$ cat src/hdl/wrs_pkg.sv
package wrs_pkg;
    // ----------------
    // register map
    // ----------------
    localparam logic [7:0] ADDR_WARN_CODE   = 8'h00;
    localparam logic [7:0] ADDR_RTD_STATUS  = 8'h04;
    localparam logic [7:0] ADDR_CTRL        = 8'h08;
    localparam logic [7:0] ADDR_TRIP_ROUTE  = 8'h0C;
    localparam logic [7:0] ADDR_SIG_ROUTE   = 8'h10;
    localparam logic [7:0] ADDR_INPUT_FUNC  = 8'h14;
    localparam logic [7:0] ADDR_IRQ_STATUS  = 8'h18;
    localparam logic [7:0] ADDR_IRQ_MASK    = 8'h1C;

    // ----------------
    // field layout
    // ----------------
    localparam int WARN_W          = 14;
    localparam int RTD_CH          = 6;
    localparam int STAGES          = 8;
    localparam int DI_N            = 5;
    localparam int DI_FUNC_W       = 3;
    localparam int BIT_BATT        = 0;
    localparam int BIT_TCS         = 1;
    localparam int BIT_PSU_TEMP    = 2;
    localparam int BIT_COMM        = 3;
    localparam int BIT_RTD_MOD     = 4;
    localparam int BIT_RANGE       = 5;
    localparam int BIT_RTD0        = 6;
    localparam int BIT_THERM0      = 12;
    localparam int CTRL_TRIP_SUP   = 0;
    localparam int CTRL_REC_TRIG   = 1;
    localparam int IRQ_W           = 3;
    localparam int IRQ_WARN_RISE   = 0;
    localparam int IRQ_ALL_OFF     = 1;
    localparam int IRQ_FAULT       = 2;

    // ----------------
    // range limits, 16-bit full scale 0..10000 = 0..100 percent
    // ----------------
    localparam logic signed [15:0] RANGE_LOW   = -16'sd400;
    localparam logic signed [15:0] RANGE_HIGH  = 16'sd10400;
    localparam logic [15:0]        REF_TOL     = 16'h0096;

    // ----------------
    // reset values
    // ----------------
    localparam logic [31:0] CTRL_RST       = 32'h0000_0000;
    // output three carries only the restart inhibit by default
    localparam logic [31:0] TRIP_ROUTE_RST = 32'h0000_3F3F;
    localparam logic [31:0] SIG_ROUTE_RST  = 32'h0000_3F3F;
    localparam logic [31:0] INPUT_FUNC_RST = 32'h0000_0000;

    // ----------------
    // timing
    // ----------------
    localparam longint CLK_HZ         = 200_000_000;
    localparam longint FILTER_S       = 8;
    localparam longint FILTER_CYCLES  = FILTER_S * CLK_HZ;
endpackage : wrs_pkg

$ cat src/hdl/warning_and_rtd_supervisor.sv
`timescale 1ns/1ps

// Summary of operation
// warnings keep protection running; ready indicator stays steadily lit
// concurrent warnings give one code summing active weights
// warning code ignores clears and follows the live fault condition
// weights 1,2,4,8,16,32 for battery, tcs, psu temp, comm, module, range
// open or short on sensors one to six sets weights 64 to 2048
// open or short on thermistors one and two sets 4096 and 8192
// trip supervision warning reaches second signal output only when enabled
// reference check after every sample; deviation over 1.5 percent discards it
// reference fault lasting eight seconds takes all inputs out
// inputs come back once reference fault is gone
// failed self calibration takes all inputs out; success restores them
// single input out when outside -4..104 percent or open or shorted
// fault contact energized normally, dropped on self supervision fault
// three trip route groups feed power outputs; two groups feed signal outputs
// default trips from non-thermal stages to outputs one and two; inhibit to three
// default start and alarm of non-thermal stages to signal outputs one and two
// each digital input has its own function group; recorder trigger separate
// warning code is a 14-bit one-hot-per-type vector combined by or
// filter timer restarts on every sample passing reference check
module warning_and_rtd_supervisor #(
    parameter longint FILTER_CYCLES = wrs_pkg::FILTER_CYCLES
) (
    input  wire logic                        clk_sys,
    input  wire logic                        rstn,
    input  wire logic [7:0]                  reg_addr,
    input  wire logic [31:0]                 reg_wdata,
    input  wire logic                        reg_wr,
    input  wire logic                        reg_rd,
    output logic      [31:0]                 reg_rdata,
    output logic                             irq,
    input  wire logic                        battery_low,
    input  wire logic                        trip_circuit_fault,
    input  wire logic                        psu_over_temp,
    input  wire logic                        comm_module_fault,
    input  wire logic                        rtd_module_fault,
    input  wire logic                        sensor_range_error,
    input  wire logic [1:0]                  thermistor_open_short,
    input  wire logic                        self_test_fault,
    input  wire logic                        sample_valid,
    input  wire logic [2:0]                  sample_channel,
    input  wire logic signed [15:0]          sample_value,
    input  wire logic                        sample_open_short,
    input  wire logic [15:0]                 ref_measured,
    input  wire logic [15:0]                 ref_setpoint,
    input  wire logic                        calib_done,
    input  wire logic                        calib_pass,
    input  wire logic [wrs_pkg::STAGES-1:0]  stage_trip,
    input  wire logic [wrs_pkg::STAGES-1:0]  stage_start_alarm,
    input  wire logic                        restart_inhibit,
    input  wire logic [wrs_pkg::DI_N-1:0]    digital_in,
    output logic                             ready_led,
    output logic                             internal_fault_contact,
    output logic                             power_output_one,
    output logic                             power_output_two,
    output logic                             power_output_three,
    output logic                             signal_output_one,
    output logic                             signal_output_two,
    output logic [wrs_pkg::RTD_CH-1:0]       rtd_in_service,
    output logic                             sample_accept,
    output logic [wrs_pkg::DI_N-1:0]         di_blocking,
    output logic [wrs_pkg::DI_N-1:0]         di_unlatch,
    output logic [wrs_pkg::DI_N-1:0]         di_remote_setting,
    output logic                             recorder_trigger
);

    // ----------------
    // configuration registers
    // ----------------
    logic [31:0]                   ctrl;
    logic [31:0]                   trip_routing_switchgroups;
    logic [31:0]                   signal_routing_groups;
    logic [31:0]                   input_function_switchgroups;
    logic [wrs_pkg::IRQ_W-1:0]     irq_status;
    logic [wrs_pkg::IRQ_W-1:0]     irq_mask;
    logic                          trip_supervision_route_bit;
    logic                          recorder_trigger_select;

    assign trip_supervision_route_bit = ctrl[wrs_pkg::CTRL_TRIP_SUP];
    assign recorder_trigger_select    = ctrl[wrs_pkg::CTRL_REC_TRIG];

    always_ff @(posedge clk_sys) begin
        if (!rstn) begin
            ctrl                        <= wrs_pkg::CTRL_RST;
            trip_routing_switchgroups   <= wrs_pkg::TRIP_ROUTE_RST;
            signal_routing_groups       <= wrs_pkg::SIG_ROUTE_RST;
            input_function_switchgroups <= wrs_pkg::INPUT_FUNC_RST;
            irq_mask                    <= '0;
        end else if (reg_wr) begin
            unique case (reg_addr)
                wrs_pkg::ADDR_CTRL:       ctrl <= reg_wdata;
                wrs_pkg::ADDR_TRIP_ROUTE: trip_routing_switchgroups <= reg_wdata;
                wrs_pkg::ADDR_SIG_ROUTE:  signal_routing_groups <= reg_wdata;
                wrs_pkg::ADDR_INPUT_FUNC: input_function_switchgroups <= reg_wdata;
                wrs_pkg::ADDR_IRQ_MASK:   irq_mask <= reg_wdata[wrs_pkg::IRQ_W-1:0];
                default: ;
            endcase
        end
    end

    // ----------------
    // rtd reference check and filter timer
    // ----------------
    logic [15:0] ref_dev;
    logic        ref_bad;
    logic [31:0] filter_cnt;
    logic        ref_fault_all;
    logic        calib_fault_all;
    logic        all_inputs_off;

    assign ref_dev = (ref_measured > ref_setpoint) ? ref_measured - ref_setpoint
                                                   : ref_setpoint - ref_measured;
    assign ref_bad = sample_valid && ref_dev > wrs_pkg::REF_TOL;
    assign sample_accept = sample_valid && !ref_bad && !all_inputs_off;

    // runs on from the first discard and holds at expiry; only a passing sample clears it
    always_ff @(posedge clk_sys) begin
        if (!rstn) begin
            filter_cnt    <= '0;
            ref_fault_all <= 1'b0;
        end else if (sample_valid && !ref_bad) begin
            filter_cnt    <= '0;
            ref_fault_all <= 1'b0;
        end else if (filter_cnt == 32'(FILTER_CYCLES - 1)) begin
            ref_fault_all <= 1'b1;
        end else if (ref_bad || filter_cnt != '0) begin
            filter_cnt <= filter_cnt + 32'd1;
        end
    end

    always_ff @(posedge clk_sys) begin
        if (!rstn)
            calib_fault_all <= 1'b0;
        else if (calib_done)
            calib_fault_all <= !calib_pass;
    end

    assign all_inputs_off = ref_fault_all || calib_fault_all;

    // ----------------
    // per-channel out-of-service
    // ----------------
    logic [wrs_pkg::RTD_CH-1:0] ch_bad;
    logic [wrs_pkg::RTD_CH-1:0] ch_open;

    genvar g;
    generate
        for (g = 0; g < wrs_pkg::RTD_CH; g++) begin : g_ch
            always_ff @(posedge clk_sys) begin
                if (!rstn) begin
                    ch_bad[g]  <= 1'b0;
                    ch_open[g] <= 1'b0;
                end else if (sample_accept && sample_channel == 3'(g)) begin
                    ch_bad[g]  <= sample_value < wrs_pkg::RANGE_LOW ||
                                  sample_value > wrs_pkg::RANGE_HIGH;
                    ch_open[g] <= sample_open_short;
                end
            end
            assign rtd_in_service[g] = !all_inputs_off && !ch_bad[g] && !ch_open[g];
        end
    endgenerate

    // ----------------
    // warning code
    // ----------------
    logic [wrs_pkg::WARN_W-1:0] warn_code;
    logic [wrs_pkg::WARN_W-1:0] next_warn_code;

    // bit per weight, so the or of bits equals the sum of weights
    always_comb begin
        next_warn_code = '0;
        next_warn_code[wrs_pkg::BIT_BATT]     = battery_low;
        next_warn_code[wrs_pkg::BIT_TCS]      = trip_circuit_fault;
        next_warn_code[wrs_pkg::BIT_PSU_TEMP] = psu_over_temp;
        next_warn_code[wrs_pkg::BIT_COMM]     = comm_module_fault;
        next_warn_code[wrs_pkg::BIT_RTD_MOD]  = rtd_module_fault || all_inputs_off;
        next_warn_code[wrs_pkg::BIT_RANGE]    = sensor_range_error || |ch_bad;
        next_warn_code[wrs_pkg::BIT_RTD0 +: wrs_pkg::RTD_CH] = ch_open;
        next_warn_code[wrs_pkg::BIT_THERM0 +: 2] = thermistor_open_short;
    end

    // no clear path: the code is rebuilt every cycle from live conditions
    always_ff @(posedge clk_sys) begin
        if (!rstn)
            warn_code <= '0;
        else
            warn_code <= next_warn_code;
    end

    // ----------------
    // indicators and output routing
    // ----------------
    logic [wrs_pkg::STAGES-1:0] r1;
    logic [wrs_pkg::STAGES-1:0] r2;
    logic [wrs_pkg::STAGES-1:0] r3;
    logic [wrs_pkg::STAGES-1:0] r4;
    logic [wrs_pkg::STAGES-1:0] r5;

    assign r1 = trip_routing_switchgroups[7:0];
    assign r2 = trip_routing_switchgroups[15:8];
    assign r3 = trip_routing_switchgroups[23:16];
    assign r4 = signal_routing_groups[7:0];
    assign r5 = signal_routing_groups[15:8];

    always_ff @(posedge clk_sys) begin
        if (!rstn) begin
            ready_led              <= 1'b0;
            internal_fault_contact <= 1'b0;
            power_output_one       <= 1'b0;
            power_output_two       <= 1'b0;
            power_output_three     <= 1'b0;
            signal_output_one      <= 1'b0;
            signal_output_two      <= 1'b0;
        end else begin
            ready_led              <= 1'b1;
            internal_fault_contact <= !self_test_fault;
            power_output_one       <= |(stage_trip & r1);
            power_output_two       <= |(stage_trip & r2);
            power_output_three     <= |(stage_trip & r3) || restart_inhibit;
            signal_output_one      <= |(stage_start_alarm & r4);
            signal_output_two      <= |(stage_start_alarm & r5) ||
                (trip_supervision_route_bit && trip_circuit_fault);
        end
    end

    // ----------------
    // digital input functions
    // ----------------
    generate
        for (g = 0; g < wrs_pkg::DI_N; g++) begin : g_di
            logic [wrs_pkg::DI_FUNC_W-1:0] fsel;
            assign fsel =
                input_function_switchgroups[g*wrs_pkg::DI_FUNC_W +: wrs_pkg::DI_FUNC_W];
            always_ff @(posedge clk_sys) begin
                if (!rstn) begin
                    di_blocking[g]       <= 1'b0;
                    di_unlatch[g]        <= 1'b0;
                    di_remote_setting[g] <= 1'b0;
                end else begin
                    di_blocking[g]       <= digital_in[g] && fsel[0];
                    di_unlatch[g]        <= digital_in[g] && fsel[1];
                    di_remote_setting[g] <= digital_in[g] && fsel[2];
                end
            end
        end
    endgenerate

    always_ff @(posedge clk_sys) begin
        if (!rstn)
            recorder_trigger <= 1'b0;
        else
            recorder_trigger <= recorder_trigger_select && |digital_in;
    end

    // ----------------
    // interrupts and read path
    // ----------------
    logic                        all_off_d;
    logic [wrs_pkg::IRQ_W-1:0]   irq_event;

    assign irq_event[wrs_pkg::IRQ_WARN_RISE] = |(next_warn_code & ~warn_code);
    assign irq_event[wrs_pkg::IRQ_ALL_OFF]   = all_inputs_off && !all_off_d;
    assign irq_event[wrs_pkg::IRQ_FAULT]     = self_test_fault;

    // set wins over a same-cycle write-one-to-clear
    always_ff @(posedge clk_sys) begin
        if (!rstn) begin
            irq_status <= '0;
            all_off_d  <= 1'b0;
        end else begin
            all_off_d  <= all_inputs_off;
            irq_status <= (irq_status & ~((reg_wr && reg_addr == wrs_pkg::ADDR_IRQ_STATUS)
                          ? reg_wdata[wrs_pkg::IRQ_W-1:0] : '0)) | irq_event;
        end
    end

    assign irq = |(irq_status & irq_mask);

    always_ff @(posedge clk_sys) begin
        if (!rstn)
            reg_rdata <= '0;
        else if (reg_rd) begin
            unique case (reg_addr)
                wrs_pkg::ADDR_WARN_CODE:  reg_rdata <= 32'(warn_code);
                wrs_pkg::ADDR_RTD_STATUS: reg_rdata <= {24'h0000_00, all_inputs_off,
                                                        calib_fault_all, rtd_in_service};
                wrs_pkg::ADDR_CTRL:       reg_rdata <= ctrl;
                wrs_pkg::ADDR_TRIP_ROUTE: reg_rdata <= trip_routing_switchgroups;
                wrs_pkg::ADDR_SIG_ROUTE:  reg_rdata <= signal_routing_groups;
                wrs_pkg::ADDR_INPUT_FUNC: reg_rdata <= input_function_switchgroups;
                wrs_pkg::ADDR_IRQ_STATUS: reg_rdata <= 32'(irq_status);
                wrs_pkg::ADDR_IRQ_MASK:   reg_rdata <= 32'(irq_mask);
                default:                  reg_rdata <= '0;
            endcase
        end else
            reg_rdata <= '0;
    end

    // ----------------
    // checks
    // ----------------
    property p_warn_follow;
        @(posedge clk_sys) disable iff (!rstn)
        1 |=> warn_code == $past(next_warn_code);
    endproperty
    a_warn_follow: assert property (p_warn_follow)
        else $error("warning code stale");

    property p_rtd_weight;
        @(posedge clk_sys) disable iff (!rstn)
        sample_accept && sample_open_short && sample_channel < 3'd6
        |=> ##1 warn_code[6 + $past(sample_channel, 2)];
    endproperty
    a_rtd_weight: assert property (p_rtd_weight)
        else $error("open sensor weight missing");

    property p_therm;
        @(posedge clk_sys) disable iff (!rstn)
        thermistor_open_short == 2'b11 |=> warn_code[13:12] == 2'b11;
    endproperty
    a_therm: assert property (p_therm)
        else $error("thermistor weight missing");

    property p_discard;
        @(posedge clk_sys) disable iff (!rstn)
        ref_dev > 16'h0096 |-> !sample_accept;
    endproperty
    a_discard: assert property (p_discard)
        else $error("bad reference sample accepted");

    property p_ref_recover;
        @(posedge clk_sys) disable iff (!rstn)
        sample_valid && ref_dev <= 16'h0096 |=> !ref_fault_all && filter_cnt == '0;
    endproperty
    a_ref_recover: assert property (p_ref_recover)
        else $error("no recovery on good sample");

    property p_calib;
        @(posedge clk_sys) disable iff (!rstn)
        calib_done && !calib_pass |=> rtd_in_service == '0;
    endproperty
    a_calib: assert property (p_calib)
        else $error("inputs in service after failed calibration");

    property p_fault_contact;
        @(posedge clk_sys) disable iff (!rstn)
        self_test_fault |=> !internal_fault_contact ##1 irq_status[2];
    endproperty
    a_fault_contact: assert property (p_fault_contact)
        else $error("fault contact held");

    property p_so2;
        @(posedge clk_sys) disable iff (!rstn)
        stage_start_alarm == '0 && !trip_supervision_route_bit |=> !signal_output_two;
    endproperty
    a_so2: assert property (p_so2)
        else $error("signal output two set without cause");

    property p_ready;
        @(posedge clk_sys) disable iff (!rstn)
        $past(rstn) && warn_code != '0 |-> ready_led;
    endproperty
    a_ready: assert property (p_ready)
        else $error("ready indicator off under warning");

    property p_filter_expire;
        @(posedge clk_sys) disable iff (!rstn)
        filter_cnt == 32'(FILTER_CYCLES - 1) && !(sample_valid && !ref_bad) |=> ref_fault_all;
    endproperty
    a_filter_expire: assert property (p_filter_expire)
        else $error("inputs kept after filter time");

    property p_po_idle;
        @(posedge clk_sys) disable iff (!rstn)
        stage_trip == '0 |=> !power_output_one && !power_output_two;
    endproperty
    a_po_idle: assert property (p_po_idle)
        else $error("power output without trip");

endmodule : warning_and_rtd_supervisor

$ cat config.mk
export PLATFORM = sky130hd
export DESIGN_NAME = warning_and_rtd_supervisor
export DESIGN_NICKNAME = d
export VERILOG_FILES = /design/src/hdl/wrs_pkg.sv /design/src/hdl/warning_and_rtd_supervisor.sv
export SDC_FILE = /design/constraint.sdc
export NUM_CORES = 1
export LEC_CHECK = 0
export BUFFER_PORTS_ARGS = -buffer_cell sky130_fd_sc_hd__buf_2
export CORE_ASPECT_RATIO = 1.75
export CORE_UTILIZATION = 50
export CTS_BUF_LIST = sky130_fd_sc_hd__clkbuf_8
export CTS_CLUSTER_DIAMETER = 150
export CTS_CLUSTER_SIZE = 24
export DETAILED_ROUTE_END_ITERATION = 12
export MAX_ROUTING_LAYER = met4
export PLACE_DENSITY = 0.75
export REMOVE_ABC_BUFFERS = 1
export SETUP_SLACK_MARGIN = 0.3
export SLEW_MARGIN = 40
export SYNTH_ARGS = -nofsm -noshare
export SYNTH_HDL_FRONTEND = slang
export SYNTH_SLANG_ARGS = --single-unit
$ cat constraint.sdc
create_clock -name clk_sys -period 3.2 [get_ports clk_sys]
set_input_delay 0.32 -clock clk_sys [delete_from_list [all_inputs] [get_ports clk_sys]]
set_output_delay 0.32 -clock clk_sys [all_outputs]
set_load 0.01 [all_outputs]
==> results.tsv <==
stage	metric	value	unit
critical_path	endpoint_kind	output port	
clocking	cts.sinks	250	
power	power_frac_seq	54.7	%
timing	rsz0062_at_grt	true	
final_layout	syn_to_final_growth	22.0	%
critical_path	reg2reg_slack	0.53	ns
critical_path	reg2regPathDepth	9	
critical_path	crit_chain	buf_6 > inv_4 > ha_4 > inv_2 > fa_2 > a41o_1 > a221oi_1 > xnor2_1 > nor4_2 > a211oi_2 > a211oi_1 > buf_4 > nand2_2 > a211oi_2 > and3_1 > buf_2	
clocking	clk_pin_slew_worst_paths	0.12	ns
timing	setup_ws	-0.209	ns
route	drc	0	
clocking	h-tree-depth	1	
critical_path	crit_top_cell	a211oi_2	
clocking	clkLatencyLatePin	0.53	ns
global_route	grt.total_usage	30.5	%
outcome	status	finished with violations	
global_route	grt-ovfl-total	0	
synth	synth.distinct_cells	86	
min_path	worstHoldStart	thermistor_open_short[1]	
route	vias_per_cell	5.87	
global_route	antenna_found_initial	1	
critical_path	path_class	input pin to output port	
power	leakagePower	5.79	nW
synth	synth_cells	1452	
min_path	hold_end	warn_code[13]$_SDFF_PN0_	
place	dp_hpwl	26.8	mm
clocking	clockBufferDepth	3	
power	intPower	4.17	mW
power	max-vdd-ir-drop	0.224	mV
critical_path	start_kind	input pin	
synth	synth_edf_count	0	
clocking	cts_buffers	14	
final_layout	fin_util	61.9	%
die	pin_count	193	
timing	hold_violations	0	
power	clkPwrFrac	24.2	%
route	wl_per_cell	18.9	um
place	post-place-ws	-0.415	ns
power	cellPowerDensity	403	nW/um^2
place	portBuffers	192	
critical_path	r2r-end	filter_cnt[31]$_SDFFE_PP0P_	
synth	synth_seq_cells	250	
route	via_count	11700	
timing	fin_crit_sh	107	%
synth	async_reset_ff_share	0	%
die	dieArea	24200	sq um
clocking	cts_tree	built	
timing	finalSetupViolCount	34	
die	die_x	118	um
die	start_util	50.8	%
synth	syn_area	11800	sq um
power	switchingPower	1.63	mW
critical_path	cp_slowest_cell	a221oi_1	
synth	ys_seq_area_share	42.4	%
power	switching_share	28.2	%
die	core_area	23200	sq um
timing	skew	0.0267	ns
die	die_y	205	um
critical_path	cp_data_required_time	2.88	ns
timing	relSlewSlack	59.4	%
place	gp_congestion	0.963	
global_route	grt_pass1_wl	57.3	mm
final_layout	drive_above_1_share	24.2	%
global_route	grt_start_max_net_pins	127	
min_path	min_path_cells	3	
route	first_iter_violations	876	
outcome	violations	negative setup slack	
critical_path	cp_data_arrival_time	3.09	ns
critical_path	crit_fanout	3	
route	first_pass_iters	6	
timing	fmax	293	MHz
route	drt_wl_total	37.8	mm
critical_path	r2r-start	filter_cnt[0]$_SDFFE_PP0P_	
critical_path	slowest_delay	0.44	ns
die	row_count	74	
timing	holdWs	0.0297	ns
final_layout	finish.net_count	1862	
clocking	clock-root-buffer	clkbuf_8	
min_path	hold_class	input pin to flip-flop	
route	ant_nets	0	
timing	min_period	3.41	ns
power	power_frac_comb	21.1	%
synth	yosysWarnings	0	
timing	report.final.slew_viol_count	0	
synth	synthFlopType	dfxtp_1	
global_route	first_global_vias	11400	
synth	avgSynthCellArea	8.12	sq um
timing	worst_pin_slew	0.609	ns
run	maxCapViolCount	0	
-- worst max path at each step --
| stage | end | from | slack [ns] |
|---|---|---|---|
| after floorplan | ctrl[0]$_SDFFE_PN0P_ | reg_addr[0] | -0.39 |
| after global placement | ch_open[4]$_SDFFE_PN0P_ | ref_measured[0] | -0.32 |
| after detailed placement | ch_open[0]$_SDFFE_PN0P_ | ref_measured[0] | -0.41 |
| after CTS | sample_accept | ref_measured[0] | -0.19 |
| after global routing | sample_accept | ref_measured[0] | -0.31 |
| final | sample_accept | ref_measured[0] | -0.21 |
-- cell usage after synthesis, types with 16 or more instances --
cell	n	share of area [%]
a21oi_1	161	6.8
inv_1	74	2.4
ha_1	33	3.5
clkbuf_1	68	2.2
nand3_1	54	2.3
a22oi_1	85	5.4
nand2_1	324	10
a31oi_1	16	0.85
xor2_1	16	1.2
a21o_1	23	1.5
and3_1	21	1.1
nor3_1	18	0.76
nor2_1	76	2.4
dfxtp_1	250	42
-- kinds of logic after synthesis --
kind of cell | count (synthesis) | synth area share, %
and+or+nand+nor | 569 | 22.0
xor gates and xnor gates | 25 | 1.86
muxes | 15 | 1.27
DFF | 250 | 42.4
buffers and inverters | 160 | 5.63
adders and majority gates | 35 | 3.84
AOI/OAI and AO/OA | 398 | 22.9
-- placed cells by master, fill, tap and decap left out, drive strengths merged, types with 15 or more instances in the layout --
cell / instances
nand2: 324
buf: 307
dfxtp: 250
a21oi: 164
a22oi: 85
inv: 76
nor2: 76
nand3: 56
ha: 33
a21o: 24
and3: 24
nor3: 24
clkbuf: 18
a31oi: 17
xor2: 16
o21ai: 16
mux2i: 15
-- registers in the layout, indices dropped and copies added, names as in the netlist, 6 cells and up --
register / count
ctrl: 32
signal_routing_groups: 32
filter_cnt: 32
warn_code: 14
trip_routing_switchgroups: 32
input_function_switchgroups: 32
ch_bad: 6
reg_rdata: 32
ch_open: 6
-- timing repair --
action                                  4_1_cts  5_1_grt
hold endpoints to repair                      3        0
buffers inserted                              5        9
gates cloned                                  0        5
gates resized for setup                      14       68
endpoints found under the setup margin       17       46
hold buffers                                  4        0
pin swaps                                    17       29
-- stage by stage --
| step | area [sq um] | setup TNS, ns | power (mW) | std cells |
|---|---|---|---|---|
| final | 14400 | -1.90 | 5.80 | 2002 |
| after global routing | 14400 | -6.23 | 6.00 | 2002 |
| after CTS | 13900 | -0.187 | 5.60 | 1987 |
| after detailed placement | 13500 | -13.18 | 4.23 | 1962 |
| after global placement | 13500 | -10.40 | 4.21 | 1962 |
| after floorplan | 11400 | -36.39 | 3.76 | 1367 |
-- power by group through the flow --
stage / clock network (mW) / registers (mW) / logic [mW]
3_5_place_dp: 0 / 3.24 / 0.988
3_3_place_gp: 0 / 3.24 / 0.975
4_1_cts: 1.42 / 3.17 / 1.01
6_report: 1.41 / 3.17 / 1.22
5_1_grt: 1.51 / 3.18 / 1.31
2_1_floorplan: 0 / 3.23 / 0.525
-- worst max-delay path, delay by kind of cell --
family	cells	cell delay [ns]
XOR/XNOR	1	0.15
adder cells (fa/ha/maj)	2	0.51
AND/OR/NAND/NOR	3	0.47
buffers and inverters	5	0.50
AO/OA/AOI/OAI	5	1.14
-- final cells by class --
| class | instances | area [sq um] |
|---|---|---|
| fillers | 2090 | 8850 |
| multi-input cells | 1042 | 6450 |
| flip-flops and latches | 250 | 5000 |
| repair buffers | 314 | 2040 |
| well taps | 304 | 380 |
| inverters | 75 | 289 |
| clock buffers | 15 | 206 |
| clock inverters | 1 | 16.3 |
| diodes | 1 | 2.50 |
-- routing by layer --
layer | share of wire, % | GRT usage (%)
met5 | 0 | -
met4 | 6.7 | 18.7
met3 | 5.7 | 3.13
met2 | 53 | 57.5
met1 | 34 | 29.8
Power figures use the tool's default switching activity.
